<file path="config.mk">
export PLATFORM = sky130hd
export DESIGN_NAME = usart_status_rx
export DESIGN_NICKNAME = d
export VERILOG_FILES = /design/src/hdl/usart_status_pkg.sv /design/src/hdl/usart_status_rx.sv
export SDC_FILE = /design/constraint.sdc
export NUM_CORES = 1
export LEC_CHECK = 0
export ABC_AREA = 1
export BUFFER_PORTS_ARGS = -buffer_cell sky130_fd_sc_hd__buf_2
export CORE_ASPECT_RATIO = 1.2
export CORE_MARGIN = 2
export CORE_UTILIZATION = 51
export CTS_CLUSTER_SIZE = 30
export DETAILED_ROUTE_END_ITERATION = 12
export PLACE_DENSITY = 0.88
export SETUP_SLACK_MARGIN = 0.02
export SLEW_MARGIN = 20
export SYNTH_ARGS = -nofsm -noshare
export SYNTH_HDL_FRONTEND = slang
export SYNTH_SLANG_ARGS = --single-unit
</file>
<file path="constraint.sdc">
create_clock -name clk_sys -period 2.1 [get_ports clk_sys]
set_input_delay 0.42 -clock clk_sys [delete_from_list [all_inputs] [get_ports clk_sys]]
set_output_delay 0.42 -clock clk_sys [all_outputs]
set_load 0.03 [all_outputs]
</file>
<file path="src/hdl/usart_status_pkg.sv">
/*
 * Shared constants and carrier types for the serial status and receive
 * holding block.
 * Assumes a word-wide register port with full 32-bit byte addresses.
 */
package usart_status_pkg;

	// ------------------------------------------------------------
	// Register byte addresses
	// ------------------------------------------------------------
	localparam logic [31:0] CMD_ADDR = 32'h4002_4000;
	localparam logic [31:0] MODE_ADDR = 32'h4002_4004;
	localparam logic [31:0] IER_ADDR = 32'h4002_4008;
	localparam logic [31:0] IDR_ADDR = 32'h4002_400C;
	localparam logic [31:0] IMR_ADDR = 32'h4002_4010;
	localparam logic [31:0] CSR_ADDR = 32'h4002_4014;
	localparam logic [31:0] RHR_ADDR = 32'h4002_4018;
	localparam logic [31:0] RTOR_ADDR = 32'h4002_4024;

	// ------------------------------------------------------------
	// Field positions
	// ------------------------------------------------------------
	localparam int B_RX_READY = 0;
	localparam int B_TX_READY = 1;
	localparam int B_BREAK = 2;
	localparam int B_RX_END = 3;
	localparam int B_TX_END = 4;
	localparam int B_OVR = 5;
	localparam int B_FRAME = 6;
	localparam int B_PAR = 7;
	localparam int B_TOUT = 8;
	localparam int B_TX_EMPTY = 9;
	localparam int B_UNDER = 10;
	localparam int B_TX_BUF_EMPTY = 11;
	localparam int B_RX_BUF_FULL = 12;
	localparam int B_FLOWCHG = 19;
	localparam int B_FLOWLVL = 23;
	localparam int CMD_STATUS_RESET_BIT = 8;
	localparam int CMD_TIMEOUT_START_BIT = 11;
	localparam int RHR_SYNC_BIT = 15;
	localparam int MODE_W = 4;
	localparam int RTOR_W = 16;

	// ------------------------------------------------------------
	// Values
	// ------------------------------------------------------------
	localparam logic [31:0] IMR_VALID = 32'h0008_1FFF;
	localparam logic [31:0] IMR_RESET = 32'h0000_0000;
	localparam logic [MODE_W-1:0] MODE_RESET = 4'h0;
	localparam logic [MODE_W-1:0] MODE_SPI_MASTER = 4'hE;
	localparam logic [MODE_W-1:0] MODE_SPI_SLAVE = 4'hF;
	localparam logic [RTOR_W-1:0] RTOR_RESET = 16'h0000;

	// ------------------------------------------------------------
	// Carriers
	// ------------------------------------------------------------
	typedef struct packed {
		logic charDone;
		logic [8:0] charData;
		logic charSync;
		logic breakSeen;
		logic frameErr;
		logic parityErr;
		logic underrun;
		logic timeoutHit;
	} rxEvents_t;

	typedef struct packed {
		logic holdWrite;
		logic holdLoad;
		logic shiftBusy;
		logic breakPending;
	} txState_t;

	typedef struct packed {
		logic rxReachedZero;
		logic rxCntWrite;
		logic rxBothZero;
		logic txReachedZero;
		logic txCntWrite;
		logic txBothZero;
	} dmaState_t;

endpackage : usart_status_pkg

</file>
<file path="src/hdl/usart_status_rx.sv">
/*
 * Status flags, interrupt mask and receive holding register of a serial
 * transceiver with asynchronous and SPI modes.
 * Assumes receiver, transmitter and DMA counters sit outside and report
 * single-cycle events synchronous to clk_sys.
 */
// Summary of operation
// - Character arrival sets ready; holding read clears
// - Ready reads zero while receiver disabled
// - Transmit ready low: pending char, break outside SPI modes, disabled
// - Break or break end sets sticky flag
// - Receive DMA counter zero sets end flag
// - Transmit DMA counter zero sets end flag
// - Overrun stays set until status reset
// - Low stop bit sets sticky framing flag
// - Parity mismatch sets sticky parity flag
// - Timeout flag; zero value keeps it low
// - Empty only when holding and shifter empty
// - Both DMA counters zero give full/empty
// - Flow input transition sets change flag
// - Status bit mirrors flow input level
// - SPI layout only for modes E, F
// - SPI underrun sticky until status reset
// - Select edge sets event, read clears
// - Select level shows edge direction
// - Holding register shows nine-bit character
// - Bit 15 marks data or command
// - Interrupt only from unmasked status flags
`timescale 1ns/1ps

module usart_status_rx #(
	parameter int ADDR_W = 32,
	parameter int CHAR_W = 9
) (
	// Clock and reset
	input wire logic clk_sys,
	input wire logic sys_rst,
	// Register port
	input wire logic [ADDR_W-1:0] regAddr,
	input wire logic [31:0] regWdata,
	input wire logic regWr,
	input wire logic regRd,
	output logic [31:0] regRdata,
	// Receiver and transmitter side
	input wire usart_status_pkg::rxEvents_t rxEvents,
	input wire usart_status_pkg::txState_t txState,
	input wire usart_status_pkg::dmaState_t dmaState,
	input wire logic rxEnable,
	input wire logic txEnable,
	// Flow-control pin, also the select line in SPI mode
	input wire logic flowIn,
	// Interrupt
	output logic irq
);

	// ------------------------------------------------------------
	// Elaboration checks
	// ------------------------------------------------------------
	if (ADDR_W != 32) begin : g_addr_chk
		$error("ADDR_W must be 32");
	end
	if (CHAR_W != 9) begin : g_char_chk
		$error("CHAR_W must be 9");
	end

	// ------------------------------------------------------------
	// Decode
	// ------------------------------------------------------------
	logic wrCmd, wrMode, wrIer, wrIdr, wrRtor, rdCsr, rdRhr;
	logic rstStatus, startTimeout, spiMode;
	logic [usart_status_pkg::MODE_W-1:0] mode_reg;
	logic [usart_status_pkg::RTOR_W-1:0] rtor_reg;
	logic [31:0] imr_reg;

	// Strobes qualified by address; unmapped writes do nothing
	assign wrCmd = regWr && (regAddr == usart_status_pkg::CMD_ADDR);
	assign wrMode = regWr && (regAddr == usart_status_pkg::MODE_ADDR);
	assign wrIer = regWr && (regAddr == usart_status_pkg::IER_ADDR);
	assign wrIdr = regWr && (regAddr == usart_status_pkg::IDR_ADDR);
	assign wrRtor = regWr && (regAddr == usart_status_pkg::RTOR_ADDR);
	assign rdCsr = regRd && (regAddr == usart_status_pkg::CSR_ADDR);
	assign rdRhr = regRd && (regAddr == usart_status_pkg::RHR_ADDR);
	assign rstStatus = wrCmd && regWdata[usart_status_pkg::CMD_STATUS_RESET_BIT];
	assign startTimeout = wrCmd && regWdata[usart_status_pkg::CMD_TIMEOUT_START_BIT];
	// Only the two SPI codes switch layout
	assign spiMode = (mode_reg == usart_status_pkg::MODE_SPI_MASTER) ||
		(mode_reg == usart_status_pkg::MODE_SPI_SLAVE);

	// ------------------------------------------------------------
	// Configuration registers
	// ------------------------------------------------------------
	// Mode and timeout value
	always_ff @(posedge clk_sys) begin
		if (sys_rst) begin
			mode_reg <= usart_status_pkg::MODE_RESET;
			rtor_reg <= usart_status_pkg::RTOR_RESET;
		end else begin
			if (wrMode) begin
				mode_reg <= regWdata[usart_status_pkg::MODE_W-1:0];
			end
			if (wrRtor) begin
				rtor_reg <= regWdata[usart_status_pkg::RTOR_W-1:0];
			end
		end
	end

	// Mask: enable sets, disable clears; reserved positions never stick
	always_ff @(posedge clk_sys) begin
		if (sys_rst) begin
			imr_reg <= usart_status_pkg::IMR_RESET;
		end else if (wrIer) begin
			imr_reg <= imr_reg | (regWdata & usart_status_pkg::IMR_VALID);
		end else if (wrIdr) begin
			imr_reg <= imr_reg & ~regWdata;
		end
	end

	// ------------------------------------------------------------
	// Receive holding
	// ------------------------------------------------------------
	logic rxPending_reg;
	logic [CHAR_W-1:0] rxChar_reg;
	logic rxSync_reg;

	// Characters are caught even while disabled, so ready reappears later
	always_ff @(posedge clk_sys) begin
		if (sys_rst) begin
			rxPending_reg <= 1'b0;
		end else if (rxEvents.charDone) begin
			rxPending_reg <= 1'b1;
		end else if (rdRhr) begin
			rxPending_reg <= 1'b0;
		end
	end

	// Character and its sync marker
	always_ff @(posedge clk_sys) begin
		if (sys_rst) begin
			rxChar_reg <= '0;
			rxSync_reg <= 1'b0;
		end else if (rxEvents.charDone) begin
			rxChar_reg <= rxEvents.charData;
			rxSync_reg <= rxEvents.charSync;
		end
	end

	// ------------------------------------------------------------
	// Transmit holding state
	// ------------------------------------------------------------
	logic holdFull_reg;

	// A write landing with a load keeps the holding register full
	always_ff @(posedge clk_sys) begin
		if (sys_rst) begin
			holdFull_reg <= 1'b0;
		end else if (txState.holdWrite) begin
			holdFull_reg <= 1'b1;
		end else if (txState.holdLoad) begin
			holdFull_reg <= 1'b0;
		end
	end

	// ------------------------------------------------------------
	// Sticky error flags
	// ------------------------------------------------------------
	logic breakFlag_reg, overFlag_reg, frameFlag_reg, parFlag_reg, underFlag_reg;
	logic overrunNow;

	// Arrival while the previous one is unread and not being read now
	assign overrunNow = rxEvents.charDone && rxPending_reg && !rdRhr;

	// Set always beats the status reset command
	always_ff @(posedge clk_sys) begin
		if (sys_rst) begin
			breakFlag_reg <= 1'b0;
			overFlag_reg <= 1'b0;
			frameFlag_reg <= 1'b0;
			parFlag_reg <= 1'b0;
			underFlag_reg <= 1'b0;
		end else begin
			breakFlag_reg <= rxEvents.breakSeen || (breakFlag_reg && !rstStatus);
			overFlag_reg <= overrunNow || (overFlag_reg && !rstStatus);
			frameFlag_reg <= rxEvents.frameErr || (frameFlag_reg && !rstStatus);
			parFlag_reg <= rxEvents.parityErr || (parFlag_reg && !rstStatus);
			underFlag_reg <= (spiMode && rxEvents.underrun) || (underFlag_reg && !rstStatus);
		end
	end

	// ------------------------------------------------------------
	// Timeout
	// ------------------------------------------------------------
	logic toutFlag_reg;

	// The start command clears; an expiry in the same cycle still counts
	always_ff @(posedge clk_sys) begin
		if (sys_rst) begin
			toutFlag_reg <= 1'b0;
		end else begin
			toutFlag_reg <= (rxEvents.timeoutHit && (rtor_reg != '0)) ||
				(toutFlag_reg && !startTimeout);
		end
	end

	// ------------------------------------------------------------
	// DMA buffer flags
	// ------------------------------------------------------------
	logic rx_dma_done_flag_reg, tx_dma_done_flag_reg, rx_dma_buffer_full_flag_reg, tx_dma_buffer_empty_flag_reg;

	// End flags sticky until counter write; full/empty follow counters
	always_ff @(posedge clk_sys) begin
		if (sys_rst) begin
			rx_dma_done_flag_reg <= 1'b0;
			tx_dma_done_flag_reg <= 1'b0;
			rx_dma_buffer_full_flag_reg <= 1'b0;
			tx_dma_buffer_empty_flag_reg <= 1'b0;
		end else begin
			rx_dma_done_flag_reg <= dmaState.rxReachedZero || (rx_dma_done_flag_reg && !dmaState.rxCntWrite);
			tx_dma_done_flag_reg <= dmaState.txReachedZero || (tx_dma_done_flag_reg && !dmaState.txCntWrite);
			rx_dma_buffer_full_flag_reg <= dmaState.rxBothZero && !dmaState.rxCntWrite;
			tx_dma_buffer_empty_flag_reg <= dmaState.txBothZero && !dmaState.txCntWrite;
		end
	end

	// ------------------------------------------------------------
	// Flow-control / select line
	// ------------------------------------------------------------
	logic flowPrev_reg, flowChg_reg;

	// Previous level for edge detection; pin is already synchronous
	always_ff @(posedge clk_sys) begin
		if (sys_rst) begin
			flowPrev_reg <= 1'b0;
		end else begin
			flowPrev_reg <= flowIn;
		end
	end

	// Either edge sets; a status read clears unless an edge arrives too
	always_ff @(posedge clk_sys) begin
		if (sys_rst) begin
			flowChg_reg <= 1'b0;
		end else begin
			flowChg_reg <= (flowIn != flowPrev_reg) || (flowChg_reg && !rdCsr);
		end
	end

	// ------------------------------------------------------------
	// Status view
	// ------------------------------------------------------------
	logic [31:0] csrVec;

	// Layout picked by mode; unlisted positions stay zero
	always_comb begin
		csrVec = 32'h0000_0000;
		csrVec[usart_status_pkg::B_RX_READY] = rxPending_reg && rxEnable;
		csrVec[usart_status_pkg::B_TX_READY] = txEnable && !holdFull_reg &&
			!(txState.breakPending && !spiMode);
		csrVec[usart_status_pkg::B_RX_END] = rx_dma_done_flag_reg;
		csrVec[usart_status_pkg::B_TX_END] = tx_dma_done_flag_reg;
		csrVec[usart_status_pkg::B_OVR] = overFlag_reg;
		csrVec[usart_status_pkg::B_TX_EMPTY] = txEnable && !holdFull_reg &&
			!txState.shiftBusy;
		csrVec[usart_status_pkg::B_TX_BUF_EMPTY] = tx_dma_buffer_empty_flag_reg;
		csrVec[usart_status_pkg::B_RX_BUF_FULL] = rx_dma_buffer_full_flag_reg;
		csrVec[usart_status_pkg::B_FLOWCHG] = flowChg_reg;
		csrVec[usart_status_pkg::B_FLOWLVL] = flowPrev_reg;
		if (spiMode) begin
			csrVec[usart_status_pkg::B_UNDER] = underFlag_reg;
		end else begin
			csrVec[usart_status_pkg::B_BREAK] = breakFlag_reg;
			csrVec[usart_status_pkg::B_FRAME] = frameFlag_reg;
			csrVec[usart_status_pkg::B_PAR] = parFlag_reg;
			csrVec[usart_status_pkg::B_TOUT] = toutFlag_reg && (rtor_reg != '0);
		end
	end

	// ------------------------------------------------------------
	// Read data and interrupt
	// ------------------------------------------------------------
	logic [31:0] rhrVec;

	// Holding word: character low, marker at bit 15, rest zero
	always_comb begin
		rhrVec = 32'h0000_0000;
		rhrVec[CHAR_W-1:0] = rxChar_reg;
		rhrVec[usart_status_pkg::RHR_SYNC_BIT] = rxSync_reg;
	end

	// Data stands only in the cycle after the read strobe
	always_ff @(posedge clk_sys) begin
		if (sys_rst) begin
			regRdata <= 32'h0000_0000;
		end else if (!regRd) begin
			regRdata <= 32'h0000_0000;
		end else begin
			case (regAddr)
				usart_status_pkg::MODE_ADDR: regRdata <= {28'h000_0000, mode_reg};
				usart_status_pkg::IMR_ADDR: regRdata <= imr_reg;
				usart_status_pkg::CSR_ADDR: regRdata <= csrVec;
				usart_status_pkg::RHR_ADDR: regRdata <= rhrVec;
				usart_status_pkg::RTOR_ADDR: regRdata <= {16'h0000, rtor_reg};
				default: regRdata <= 32'h0000_0000;
			endcase
		end
	end

	// Level interrupt, one cycle behind the flags
	always_ff @(posedge clk_sys) begin
		if (sys_rst) begin
			irq <= 1'b0;
		end else begin
			irq <= |(csrVec & imr_reg);
		end
	end

	// ------------------------------------------------------------
	// Assertions
	// ------------------------------------------------------------
	a_ready_read_clear: assert property (@(posedge clk_sys) disable iff (sys_rst)
		rdRhr && !rxEvents.charDone |=> !csrVec[usart_status_pkg::B_RX_READY])
		else $error("ready flag survived holding read");

	a_ready_after_char: assert property (@(posedge clk_sys) disable iff (sys_rst)
		rxEvents.charDone && rxEnable ##1 rxEnable |-> csrVec[usart_status_pkg::B_RX_READY])
		else $error("ready flag missing after character");

	a_ready_disabled: assert property (@(posedge clk_sys) disable iff (sys_rst)
		!rxEnable |-> !csrVec[usart_status_pkg::B_RX_READY])
		else $error("ready flag set while receiver disabled");

	a_txready_write: assert property (@(posedge clk_sys) disable iff (sys_rst)
		txState.holdWrite |=> !csrVec[usart_status_pkg::B_TX_READY] && !csrVec[usart_status_pkg::B_TX_EMPTY])
		else $error("transmit ready after holding write");

	a_overrun_sticky: assert property (@(posedge clk_sys) disable iff (sys_rst)
		overrunNow ##1 !rstStatus [*3] |=> csrVec[usart_status_pkg::B_OVR])
		else $error("overrun flag lost before status reset");

	a_break_set: assert property (@(posedge clk_sys) disable iff (sys_rst)
		rxEvents.breakSeen && !spiMode ##1 !spiMode |-> csrVec[usart_status_pkg::B_BREAK])
		else $error("break flag not set");

	a_timeout_zero: assert property (@(posedge clk_sys) disable iff (sys_rst)
		rtor_reg == '0 |-> !csrVec[usart_status_pkg::B_TOUT])
		else $error("timeout flag with zero timeout value");

	a_flow_change: assert property (@(posedge clk_sys) disable iff (sys_rst)
		flowIn != $past(flowIn) |=> csrVec[usart_status_pkg::B_FLOWCHG] &&
		csrVec[usart_status_pkg::B_FLOWLVL] == $past(flowIn))
		else $error("flow edge not recorded");

	a_async_layout: assert property (@(posedge clk_sys) disable iff (sys_rst)
		!spiMode |-> !csrVec[usart_status_pkg::B_UNDER])
		else $error("underrun bit shown outside SPI mode");

	a_irq_masked: assert property (@(posedge clk_sys) disable iff (sys_rst)
		imr_reg == 32'h0000_0000 |=> !irq)
		else $error("interrupt raised with all flags masked");

	a_read_only_once: assert property (@(posedge clk_sys) disable iff (sys_rst)
		!regRd |=> regRdata == 32'h0000_0000)
		else $error("read data outside the read reply cycle");

endmodule : usart_status_rx

</file>
==> summary.md <==
| Metric | Value |
|---|---|
| Status | `complete, no violations` |
| Gpl congestion | `0.921` |
| Least-Margin Pin Slew | `400 ps` |
| RR Startpoint | `mode_reg[2]$_SDFFE_PP0P_` |
| Hold EP | `imr_reg[26]$_SDFFE_PP0P_` |
| CP max FO | `7` |
| Clk pwr share | `36.9%` |
| Syn avg cell area | `7.45 um2` |
| Layout cells sized above 1 | `26.7%` |
| Worst-path clk slew | `130 ps` |
| Antenna-violating nets left | `0` |
| Total track usage | `27.7%` |
| Hold_sp | `regWdata[26]` |
| Final Hold Vio Count | `0` |
| DR iter-0 viols | `290` |
| Pre-CTS setup slack | `175 ps` |
| R2R setup slack | `640 ps` |
| Final WS setup | `545 ps` |
| Fin Clk Skew | `20.1 ps` |
| CP dominant cell by count | `nand2_1` |
| Seq/Total Area, Yosys | `49.2%` |
| Max Clk Rate | `0.643 GHz` |
| Initial Util | `52.0%` |
| Area of the multi-input gates | `1920 um2` |
| Rows | `37` |
| Setup TNS | `0 ps` |
| CTS tree | `yes` |
| Worst path slowest cell | `nor2_4` |
| Synth Instances | `a little under 600` |
| Logic pwr share | `6.2%` |
| Cell Area, Placed | `roughly 5200 um2` |
| Drt wl/cell | `14.6 um` |
| Main synth FF type | `dfxtp_1` |
| End of the worst register-to-register path | `irq$_SDFF_PP0_` |
| Yosys reg bits | `between 100 and 150` |
| Nets@finish | `between 800 and 900` |
| Most frequent cell after synthesis | `nand2_1` |
| I/O pin cnt | `130` |
| Initial antenna violation count | `0` |
| Post-DP HPWL | `between 9000 and 10,000 um` |
| Core region area | `8520 um2` |
| Asr flop ratio synth | `0%` |
| Synth warn | `0` |
| Leakage Power | `roughly 2.6 nW` |
| Syn Std Cell Area | `about 4400 um2` |
| NetSw | `~1 mW` |
| Longest Clk Path Bufs | `2` |
| Max-Cap Viols | `0` |
| Via density per instance | `5.30` |
| Leading area contributor after synthesis | `dfxtp_1` |
| Worst slew margin | `between 70% and 80%` |
| CP arrival | `~1900 ps` |
| Drt total wl | `around 12,000 um` |
| Die area | `about 9500 um2` |
| Period utilization | `74.1%` |
| DRC Markers | `0` |
| R2R cell count | `6` |
| Final-report max-slew violation count | `0` |
| Peak VDD IR | `0.512 mV` |
| Post-layout minimum cycle time | `1560 ps` |
| Synth area leaders | `dfxtp_1, nand2_1, a21oi_1` |
| Final core utilization | `64.2%` |
| First-pass GRT wire length | `just over 20,000 um` |
| Pin count of the biggest net entering global routing | `30` |
| Net count after synthesis | `692` |
| PortBufs | `129` |
| Die width | `89.1 um` |
| Switch share | `27.1%` |
| H-tree depth | `3` |
| CP Cell Sequence | `buf_2, inv_1, nand2_1, nor2_1, nand3_2, nor2_4, buf_4, nand2_4, inv_2, nand2_1, nand2_1, inv_1, a21oi_2` |
| Vias in the first global route | `roughly 4,500` |
| Initial DRT Pass Iterations | `5` |
| Area Growth Syn to Fin | `23.3%` |
| Clk root buf | `clkbuf_8` |
| Setup Crit Path Kind | `in2reg` |
| Yosys top cell area share | `49.2%` |
| Hold_buf cts | `0` |
| Pint | `2.71 mW` |
| Die Y | `106 um` |
| Startpoint type of the worst setup path | `primary input` |
| Reg area | `roughly 2200 um2` |
| Hold depth | `2` |
| Unrepaired setup endpoints after global routing | `no` |
| Post-synth EDFFs | `0` |
| CTS Sinks | `109` |
| Fill count | `760` |
| Worst-Skew Late Latency | `~400 ps` |
| ANT cells | `0` |
| Most frequent cells after synthesis | `nand2_1, dfxtp_1, nor2_1, a21oi_1, inv_1` |
| CP Data Required Time | `2430 ps` |
| Power share of the sequential group | `56.9%` |
| Pwr dens | `679 nW/um2` |
| Setup repair bufs after CTS | `0` |
| Final Cell Area | `between 5000 and 6000 um2` |
| Num CTS Buffers | `9` |
| Endpoints failing setup | `0` |
| Post-CTS sizing | `0` |
| Routed vias | `roughly 4,500` |
| Overflow after GRT | `0` |
| Cell variety after synth | `30` |
| CP endpoint kind | `flip-flop` |
| CP max stage delay | `190 ps` |
| Hold Crit Class | `in2reg` |
==> through the flow <==
step	total power, mW	hold slack, ps	cells
finish	3.71	172	854
global route	3.84	168	854
CTS	3.72	167	854
detailed placement	2.39	437	838
global placement	2.38	430	838
floorplan	2.25	421	595
==> cells by family (layout without fill, tap and decap cells) <==
group / Yosys count / after routing / share of synthesized area [%]
AND/OR/NAND/NOR: 290 / 290 / 29.1
buffers and inverters: 75 / 217 / 7.42
flip-flops: 109 / 109 / 49.2
XOR/XNOR: 1 / 1 / 0.198
AO/OA/AOI/OAI: 120 / 120 / 14.1
==> area by class of cell <==
type	instances	share of cell area [%]
Inverter	54	3.71
Sequential cell	109	39.9
Tap cell	117	2.68
Multi-Input combinational cell	411	35.1
Clock buffer	9	2.27
Clock inverter	7	1.76
Timing Repair Buffer	147	14.5
==> cell usage in the layout, fill, tap and decap left out <==
master	Yosys	layout
clkinv_1	2	2
nor2_1	85	85
o21ai_0	27	27
a211oi_1	1	1
nor4_1	3	3
inv_1	48	48
nand3_1	32	32
dfxtp_1	109	109
a21oi_2	4	4
nand4_1	1	1
clkbuf_8	0	9
nand2_2	4	4
a31oi_1	1	1
nand3_2	3	3
nand2_4	2	2
inv_8	0	2
nand3_4	1	1
o21ai_1	20	20
a21oi_1	66	66
xnor2_1	1	1
a22o_1	1	1
inv_6	0	1
buf_12	0	1
nor2_4	8	8
nand2_1	135	135
nor3_1	7	7
buf_2	2	129
nor2_2	8	8
buf_4	6	17
inv_12	0	3
clkinv_8	0	1
inv_2	4	4
nand3b_1	1	1
==> power by group through the flow <==
stage,combinational (mW),clock (mW),sequential [mW]
6_report,0.230,1.37,2.11
5_1_grt,0.257,1.47,2.12
3_5_place_dp,0.228,0,2.16
3_3_place_gp,0.220,0,2.16
4_1_cts,0.230,1.38,2.11
2_1_floorplan,0.0952,0,2.15
==> worst max-delay path: cells and delay by family <==
| family | cells | cell delay, ps |
|---|---|---|
| simple gates | 7 | 820 |
| buf+inv | 5 | 510 |
| compound gates | 1 | 140 |
==> layer usage <==
| metal | vias to the layer above | GRT usage (%) | part of all wire, % |
|---|---|---|---|
| met5 | - | 0 | 0 |
| met4 | 0 | 13.5 | 3.3 |
| met3 | 35 | 6.06 | 7.5 |
| met2 | 216 | 45.1 | 50 |
| met1 | 2087 | 34.0 | 40 |
| li1 | 2184 | - | - |
==> worst max-delay path by stage <==
stage / cells after the start / startpoint / end / slack [ps]
finish: 13 / regAddr[1] / regRdata[12]$_SDFF_PP0_ / 540
global route: 10 / regAddr[7] / flip-flop / 410
CTS: 10 / regAddr[2] / regRdata[12]$_SDFF_PP0_ / 580
detailed placement: 10 / regAddr[2] / regRdata[1]$_SDFF_PP0_ / 180
global placement: 11 / regAddr[13] / rtor_reg[0]$_SDFFE_PP0P_ / 270
floorplan: 10 / regAddr[27] / rtor_reg[3]$_SDFFE_PP0P_ / 520
(Power assumes the default switching activity.)
